<file path="config.mk">
export PLATFORM = sky130hd
export DESIGN_NAME = sbot_top
export DESIGN_NICKNAME = d
export VERILOG_FILES = /design/src/verilog/sbot_pkg.sv /design/src/verilog/sbot_chan.sv /design/src/verilog/sbot_top.sv
export VERILOG_INCLUDE_DIRS = /design/src /design/src/verilog
export SDC_FILE = /design/constraint.sdc
export NUM_CORES = 1
export LEC_CHECK = 0
export BUFFER_PORTS_ARGS = -buffer_cell sky130_fd_sc_hd__buf_2
export CAP_MARGIN = 20
export CORE_ASPECT_RATIO = 1.1
export CORE_UTILIZATION = 60
export CTS_CLUSTER_DIAMETER = 40
export CTS_CLUSTER_SIZE = 25
export DETAILED_ROUTE_END_ITERATION = 12
export PLACE_DENSITY = 0.87
export SYNTH_ARGS = -nofsm -noshare
export SYNTH_HDL_FRONTEND = slang
export SYNTH_SLANG_ARGS = --single-unit
</file>
<file path="constraint.sdc">
create_clock -name sys_clk -period 3.9 [get_ports sys_clk]
set_clock_uncertainty 0.2 [all_clocks]
set_input_delay 0.585 -clock sys_clk [delete_from_list [all_inputs] [get_ports sys_clk]]
set_output_delay 0.585 -clock sys_clk [all_outputs]
set_load 0.05 [all_outputs]
</file>
<file path="src/verilog/sbot_cfg.svh">
// register offsets, field positions, reset values and timing constants of the blink off timer
`ifndef SBOT_CFG_SVH
`define SBOT_CFG_SVH
`define SBOT_ADDR_SINKS1_4 8'h1d
`define SBOT_ADDR_SINK6 8'h1e
`define SBOT_RST_SINKS1_4 8'h00
`define SBOT_RST_SINK6 8'h00
`define SBOT_SINK6_MASK 8'h7f
`define SBOT_CH1_LSB 0
`define SBOT_CH2_LSB 2
`define SBOT_CH3_LSB 4
`define SBOT_CH4_LSB 6
`define SBOT_CLK_NS 10
`define SBOT_TICK_NS 50000000
`define SBOT_TICK_CYCLES (`SBOT_TICK_NS / `SBOT_CLK_NS)
`define SBOT_OFF_06_TICKS 8'h0c
`define SBOT_OFF_12_TICKS 8'h18
`define SBOT_OFF_18_TICKS 8'h24
`define SBOT_CODE_DIS2 2'h0
`define SBOT_CODE_DIS7 7'h00
`define SBOT_CODE_ZERO7 7'h01
`define SBOT_CODE_HOLD7 7'h7f
`endif

</file>
<file path="src/verilog/sbot_pkg.sv">
// types shared by the blink off timer modules
package sbot_pkg;
  typedef enum logic [1:0] {SBOT_IDLE, SBOT_ON, SBOT_OFF, SBOT_HOLD} sbot_state_e;
  typedef logic [7:0] sbot_ticks_t;
endpackage

</file>
<file path="src/verilog/sbot_chan.sv">
// one sink channel: on phase, off phase, optional hold-off
`timescale 1ns/1ns
`default_nettype none
module sbot_chan (
  // clock and reset
  input wire logic sys_clk,
  input wire logic rst,
  // time base
  input wire logic tick,
  // channel setup
  input wire logic enable,
  input wire logic [3:0] on_ticks,
  input wire sbot_pkg::sbot_ticks_t off_ticks,
  input wire logic off_dis,
  input wire logic off_hold,
  // sink drive
  output logic sink_on
);
  import sbot_pkg::*;

  sbot_state_e state_r;
  sbot_ticks_t cnt_r;
  logic on_done;
  logic off_done;

  // phase ends once the tick count has reached the target; a zero target ends at once
  assign on_done = (cnt_r >= {4'h0, on_ticks});
  assign off_done = (cnt_r >= off_ticks);
  assign sink_on = (state_r == SBOT_ON);

  // --------------------------------------------------
  // phase sequencer
  // --------------------------------------------------
  always_ff @(posedge sys_clk or posedge rst) begin
    if (rst) begin
      state_r <= SBOT_IDLE;
    end else if (!enable) begin
      state_r <= SBOT_IDLE;
    end else begin
      unique case (state_r)
        SBOT_IDLE: begin
          state_r <= SBOT_ON;
        end
        SBOT_ON: begin
          if (!off_dis && on_done) begin
            state_r <= SBOT_OFF;
          end
        end
        SBOT_OFF: begin
          if (off_dis) begin
            state_r <= SBOT_ON;
          end else if (off_hold) begin
            state_r <= SBOT_HOLD;
          end else if (off_done) begin
            state_r <= SBOT_ON;
          end
        end
        SBOT_HOLD: begin
          state_r <= SBOT_HOLD;
        end
      endcase
    end
  end

  // --------------------------------------------------
  // phase tick counter, cleared on every phase change except off to hold
  // --------------------------------------------------
  always_ff @(posedge sys_clk or posedge rst) begin
    if (rst) begin
      cnt_r <= 8'h00;
    end else if (!enable || state_r == SBOT_IDLE) begin
      cnt_r <= 8'h00;
    end else if (state_r == SBOT_ON && !off_dis && on_done) begin
      cnt_r <= 8'h00;
    end else if (state_r == SBOT_OFF && (off_dis || off_done)) begin
      cnt_r <= 8'h00;
    end else if (tick && cnt_r != 8'hff) begin
      cnt_r <= cnt_r + 8'h01; // saturates so a long phase cannot wrap
    end
  end
endmodule
`default_nettype wire

</file>
<file path="src/verilog/sbot_top.sv">
// blink off timers for sinks one to four and sink six, with their two registers
`timescale 1ns/1ns
`default_nettype none
`include "sbot_cfg.svh"
module sbot_top #(
  parameter int TICK_CYCLES = `SBOT_TICK_CYCLES
) (
  // clock and reset
  input wire logic sys_clk,
  input wire logic rst,
  // register file port
  input wire logic [7:0] reg_addr,
  input wire logic [7:0] reg_wdata,
  input wire logic reg_wr,
  output logic [7:0] reg_rdata,
  // channel controls from neighbouring registers
  input wire logic [4:0] sink_enable,
  input wire logic [3:0] sink_on_duration,
  // sink drive: bits 0..3 are sinks one to four, bit 4 is sink six
  output logic [4:0] sink_on
);
  import sbot_pkg::*;

  logic [7:0] sinks1_4_off_times_r;
  logic [7:0] sink6_off_timer_r;
  logic [7:0] reg_rdata_r;
  logic [31:0] pre_r;
  logic tick;
  logic [1:0] ch1_off_code;
  logic [1:0] ch2_off_code;
  logic [1:0] ch3_off_code;
  logic [1:0] ch4_off_code;
  logic [6:0] ch6_off_code;
  logic [1:0] code2 [4];
  sbot_ticks_t off_ticks [5];
  logic [4:0] off_dis;
  logic [4:0] off_hold;

  // --------------------------------------------------
  // registers
  // --------------------------------------------------
  // writes land one cycle after the strobe; reserved bit of sink six stays zero
  always_ff @(posedge sys_clk or posedge rst) begin
    if (rst) begin
      sinks1_4_off_times_r <= `SBOT_RST_SINKS1_4;
    end else if (reg_wr && reg_addr == `SBOT_ADDR_SINKS1_4) begin
      sinks1_4_off_times_r <= reg_wdata;
    end
  end

  always_ff @(posedge sys_clk or posedge rst) begin
    if (rst) begin
      sink6_off_timer_r <= `SBOT_RST_SINK6;
    end else if (reg_wr && reg_addr == `SBOT_ADDR_SINK6) begin
      sink6_off_timer_r <= reg_wdata & `SBOT_SINK6_MASK;
    end
  end

  // read data is registered; unmapped offsets read zero
  always_ff @(posedge sys_clk or posedge rst) begin
    if (rst) begin
      reg_rdata_r <= 8'h00;
    end else if (reg_addr == `SBOT_ADDR_SINKS1_4) begin
      reg_rdata_r <= sinks1_4_off_times_r;
    end else if (reg_addr == `SBOT_ADDR_SINK6) begin
      reg_rdata_r <= sink6_off_timer_r;
    end else begin
      reg_rdata_r <= 8'h00;
    end
  end
  assign reg_rdata = reg_rdata_r;

  // --------------------------------------------------
  // 50 ms time base
  // --------------------------------------------------
  // one tick is the on-time step; off times are whole multiples of it
  always_ff @(posedge sys_clk or posedge rst) begin
    if (rst) begin
      pre_r <= 32'h0;
    end else if (pre_r >= 32'(TICK_CYCLES - 1)) begin
      pre_r <= 32'h0;
    end else begin
      pre_r <= pre_r + 32'h1;
    end
  end
  assign tick = (pre_r >= 32'(TICK_CYCLES - 1));

  // --------------------------------------------------
  // field split and decode
  // --------------------------------------------------
  assign ch1_off_code = sinks1_4_off_times_r[`SBOT_CH1_LSB +: 2];
  assign ch2_off_code = sinks1_4_off_times_r[`SBOT_CH2_LSB +: 2];
  assign ch3_off_code = sinks1_4_off_times_r[`SBOT_CH3_LSB +: 2];
  assign ch4_off_code = sinks1_4_off_times_r[`SBOT_CH4_LSB +: 2];
  assign ch6_off_code = sink6_off_timer_r[6:0];
  assign code2[0] = ch1_off_code;
  assign code2[1] = ch2_off_code;
  assign code2[2] = ch3_off_code;
  assign code2[3] = ch4_off_code;

  // two-bit codes map to a fixed table of tick counts
  // one process fills every lane, so each decode array keeps a single driver
  always_comb begin
    for (int i = 0; i < 4; i++) begin
      unique case (code2[i])
        2'h1: off_ticks[i] = `SBOT_OFF_06_TICKS;
        2'h2: off_ticks[i] = `SBOT_OFF_12_TICKS;
        2'h3: off_ticks[i] = `SBOT_OFF_18_TICKS;
        default: off_ticks[i] = 8'h00;
      endcase
      off_dis[i] = (code2[i] == `SBOT_CODE_DIS2);
      off_hold[i] = 1'b0;
    end
    // sink six: seven-bit code n gives n-1 tenths of a second, two ticks each
    if (ch6_off_code == `SBOT_CODE_DIS7 || ch6_off_code == `SBOT_CODE_ZERO7) begin
      off_ticks[4] = 8'h00;
    end else begin
      off_ticks[4] = {ch6_off_code - 7'h01, 1'b0};
    end
    off_dis[4] = (ch6_off_code == `SBOT_CODE_DIS7);
    off_hold[4] = (ch6_off_code == `SBOT_CODE_HOLD7);
  end

  // --------------------------------------------------
  // channels
  // --------------------------------------------------
  // sink_on_duration counts in ticks directly, 0..15 steps of 50 ms
  for (genvar g = 0; g < 5; g++) begin : g_ch
    sbot_chan u_chan (
      .sys_clk(sys_clk),
      .rst(rst),
      .tick(tick),
      .enable(sink_enable[g]),
      .on_ticks(sink_on_duration),
      .off_ticks(off_ticks[g]),
      .off_dis(off_dis[g]),
      .off_hold(off_hold[g]),
      .sink_on(sink_on[g])
    );
  end
endmodule
`default_nettype wire

</file>
# Word-level counts from Yosys, hierarchy flattened
# Index checks and enable logic that the tools add are counted.
# word_totals
ff_bits	105
output_inout_bits	13
# classes
addsub	7
n_lt_le_gt_ge	11
n_eq_ne	46
n_mux	54
reduce_logical	68
# op_table
op	n
8-bit two-way mux	22
6-bit one-hot mux with 3 select lines	4
2-bit two-way mux	21
8-bit by 1-bit adder with 8-bit output (second input constant)	5
8-bit by 4-bit greater-or-equal comparator with 1-bit output	5
8-bit != test (second input constant)	5
2-bit one-hot mux with 4 select lines	5
2-bit == test (second input constant)	18
32-bit by 1-bit adder with 32-bit output (second input constant)	1
32-bit by 23-bit greater-or-equal comparator with 1-bit output (second input constant)	1
8-bit by 6-bit greater-or-equal comparator with 1-bit output	4
32-bit two-way mux	1
1-bit logical AND	27
4-bit nonzero test	5
2-bit by 1-bit == test with 1-bit output (second input constant)	9
2-bit zero test	9
8-bit by 5-bit == test with 1-bit output (second input constant)	2
4-bit by 2-bit != test with 1-bit output (second input constant)	4
3-bit != test (second input constant)	5
1-bit logical OR	11
1-bit zero test	10
2-bit AND reduction	5
8-bit greater-or-equal comparator	1
7-bit by 1-bit == test with 1-bit output (second input constant)	1
5 further kinds	5

# Logic depth before layout (Yosys ltp)
# depth
depth_word	9
depth_mapped	12
depth_no_buf	12

# By module
# From an unflattened synthesis, not the netlist that was laid out.
# unflattened
hier_cells	730
hier_area_um2	7427.1
# by_module_without_submodules
module	n_inst	cells_per_inst	area_per_inst_um2	seq_area_each_um2
sbot_chan	5	95	913.4	250.2
sbot_top	1	255	2860.2	1376.3

# Least setup slack after synthesis
# OpenSTA, ideal clock, no wires.
# synth_path
kind	register to register
start	reg sink6_off_timer_r[2]
end	reg g_ch[4].u_chan.cnt_r[2]
setup_ns	0.142
t_arrival_ns	2.461
required_ns	3.558
slack_ns	1.098
stages_incl_launch_ff	12
path_buffers	0
path_cell_list	dfrtp_1 nor4_1 nor2b_1 o21ai_1 and2_1 ha_1 nand2b_1 a21o_1 a21oi_1 nor2_1 o21ai_1 nor3_1
# synth_between
elab_chain_len	9
elab_cells_between_ends	15
classes_between	add/sub (1); order compare (1); eq/ne (1); mux (4); reduce/logical (8)
# synth_lines
element	line	text
start: declaration	sbot_top.sv:25	logic [7:0] sink6_off_timer_r;
start signal: assignment	sbot_top.sv:53	sink6_off_timer_r <= `SBOT_RST_SINK6;
start signal: assignment	sbot_top.sv:55	sink6_off_timer_r <= reg_wdata & `SBOT_SINK6_MASK;
branches (longest 9 deep; another with 8-bit greater-or-equal comparator)	n/a	
end signal: assignment	sbot_chan.sv:78	cnt_r <= cnt_r + 8'h01;
end: declaration	sbot_chan.sv:22	sbot_ticks_t cnt_r;
# Several ways; the timed one is not identified.
# A chain may end at the register's enable or synchronous reset.

# Worst setup path in the final report
# layout_path
start	reg sink6_off_timer_r[2]
end	reg g_ch[4].u_chan.cnt_r[5]
# The elaborated chain is that of the path after synthesis.

==> metrics.cfg <==
[die]
die_w_um=102
die_area_um2=11400
core_region_area_um2=10500
start_util_pct=62.3
rows=39
die_y_um=112
io_pins=41

[clocking]
postCtsHoldBufs=0
cts_max_level=3
cts_tree=built
cts-root-buf=clkbuf_16
cts_buffers=9
cts_resized=0
post_cts_buffers=0
cts.sinks=105
clk_latency_ps=360
clk_path_buf_depth=2
clk_pin_slew_ps=70

[sta]
rsz0062_at_grt=no
final_hold_viol_count=0
setup_tns_ps=0
period_minus_slack_ps=3330
slew_viol_final=0
worst_pin_slew_ps=1020
clock.fmax_ghz=0.300
finalSetupViolCount=0
maxSlewHeadroom_pct=31.3
period_share_pct=85.5

[global_routing]
grt_max_degree=63
track_usage_pct=27.6
grt_antenna_before_repair=0
gr-total-overflow=0
first_global_vias=5340
grt_pass1_wl_mm=24.3

[place]
port_buffers=40
place_hpwl_mm=10.2
gp_congestion=0.874

[pwr]
p_total_w=0.00232
ir_drop_v=0.000258
powerDensity_nw_per_um2=322
p_leak_nw=3.36

[yosys]
ys_types=57
synthMuxAreaShare_pct=3.18
synth_area_um2=6570
ys.flop_type=dfrtp_1
yosys_warnings=0
synthSimpleGateAreaFrac_pct=20.3
yosysSeqAreaShare_pct=40.0
synth_compound_area_share_pct=12.4
synth-adder-area-share_pct=14.7
async_flop_share_pct=100
synth_top_family_by_area=simple AND/OR/NAND/NOR gates
yosys.area_share.xor_xnor_pct=5.33
synth-edff-count=0
ys_ff_latch=105
syn_avg_cell_area_um2=9.63
syn_inst=682

[routing]
finalWirelength_mm=14.4
ant_nets=0
drt-initial-drc-count=242
via_per_inst=5.94
wl_per_cell_um=16.5
drt_first_pass_iters=6
drc_errors=0
num_vias=5201

[status]
status=finished, final reports clean

[final_layout]
layout_common_cells=dfrtp_1, ha_1, nor2_1
drive_gt1_share_pct=11.6
diodes=0
layout.nets=833
area.growth.synth_to_final_pct=9.75
layout_commonest_cell=dfrtp_1

[setup_path]
cp-start-kind=register
crit_required_ps=3920
crit_type=register to register
end_kind=register
arrival_ps=3350
crit_fanout=8

[flow_run]
max_cap_viol_count=0

[hold_path]
hp-class=input port to asynchronous set/reset pin

sequential cells by signal, indices dropped and copies added, names as in the netlist:
name / flops
g_ch.u_chan.cnt_r: 40
g_ch.u_chan.state_r: 10
pre_r: 32
reg_rdata: 8
sink6_off_timer_r: 7
sinks1_4_off_times_r: 8
power breakdown:
| part | total [W] | switching, W | internal (W) | leakage [nW] |
|---|---|---|---|---|
| clock | 0.000934 | 0.000429 | 0.000505 | 0.148 |
| combinational | 0.000253 | 0.000154 | 0.0000989 | 1.78 |
| sequential | 0.00113 | 0.0000256 | 0.00111 | 1.43 |
| total | 0.00232 | 0.000609 | 0.00171 | 3.36 |
kinds of logic after synthesis:
group	Yosys count
compound gates	122
xor+xnor	40
fa+ha+maj	77
buf+inv	60
flops	105
mux	19
other cells	1
simple gates	258
layer usage:
| layer | global-route usage, % | vias up | wire (um) |
|---|---|---|---|
| met2 | 48.5 | 146 | 7610 |
| met4 | 12.9 | 0 | 438 |
| met3 | 5.52 | 48 | 614 |
| li1 | - | 2486 | - |
| met5 | 0 | - | 0 |
| met1 | 31.7 | 2521 | 5740 |
synth_stat cells (5+ instances only):
cell type / count / area [um^2]
nand2_1: 53 / 199
nand4_1: 12 / 75.1
nor2_1: 71 / 267
and3_1: 20 / 125
nor4_1: 5 / 31.3
nor3_1: 16 / 80.1
or3_1: 5 / 31.3
nand3_1: 25 / 125
a21o_1: 6 / 45.0
and2_1: 6 / 37.5
xor2_1: 15 / 131
nor2b_1: 18 / 113
dfrtp_1: 105 / 2630
ha_1: 77 / 963
mux2_2: 15 / 169
inv_1: 43 / 161
or4_1: 5 / 37.5
o21ai_0: 17 / 85.1
a211oi_1: 6 / 45.0
buf_4: 6 / 45.0
xnor2_1: 25 / 219
a31oi_1: 6 / 37.5
o21ai_1: 6 / 30.0
a21oi_1: 43 / 215
a22o_1: 7 / 61.3
worst paths after layout:
kind	startpoint	depth (start not counted)	to	slack [ps]
max in group asynchronous	rst	3	g_ch[3].u_chan.cnt_r[2]$_DFFE_PP0P_	2540
max reg2reg	sink6_off_timer_r[2]$_DFFE_PP0P_	11	g_ch[4].u_chan.cnt_r[5]$_DFFE_PP0P_	570
min	rst	2	g_ch[0].u_chan.cnt_r[3]$_DFFE_PP0P_	160
max	sink6_off_timer_r[2]$_DFFE_PP0P_	11	g_ch[4].u_chan.cnt_r[5]$_DFFE_PP0P_	570
min reg2reg	pre_r[0]$_DFF_PP0_	1	pre_r[0]$_DFF_PP0_	290
min in group sys_clk	reg_wdata[7]	2	sinks1_4_off_times_r[7]$_DFFE_PP0P_	260
stage by stage:
| step | setup slack (ps) | cell area, um^2 | utilization [%] | hold WS, ps | std cells |
|---|---|---|---|---|---|
| 2_1_floorplan | 354 | 6600 | - | 225 | 690 |
| 3_3_place_gp | 837 | 6910 | 65.5 | 239 | 860 |
| 3_5_place_dp | 674 | 6910 | 65.5 | 277 | 860 |
| 4_1_cts | 590 | 7210 | 68.4 | 189 | 875 |
| 5_1_grt | 374 | 7210 | 68.4 | 249 | 875 |
| 6_report | 567 | 7210 | 68.4 | 161 | 875 |
critical path: stages (launching register included):
cell and delay [ps]:
dfrtp_1 450, nor4_1 430, nor2b_1 320, o21ai_1 240, and2_1 230, ha_1 270, nand2b_1 50, a21o_1 170
a21oi_1 150, nor2_1 80, o21ai_1 460, nor3_1 130
cell type report:
class,instances,area [um^2]
repair buffers,44,230
flip-flops and latches,105,2630
fillers,797,3330
clock buffers,9,225
well taps,143,179
multi-input cells,525,3710
inverters,43,164
clock inverters,6,76.3
Note: power is estimated with default switching activity, not from simulation.
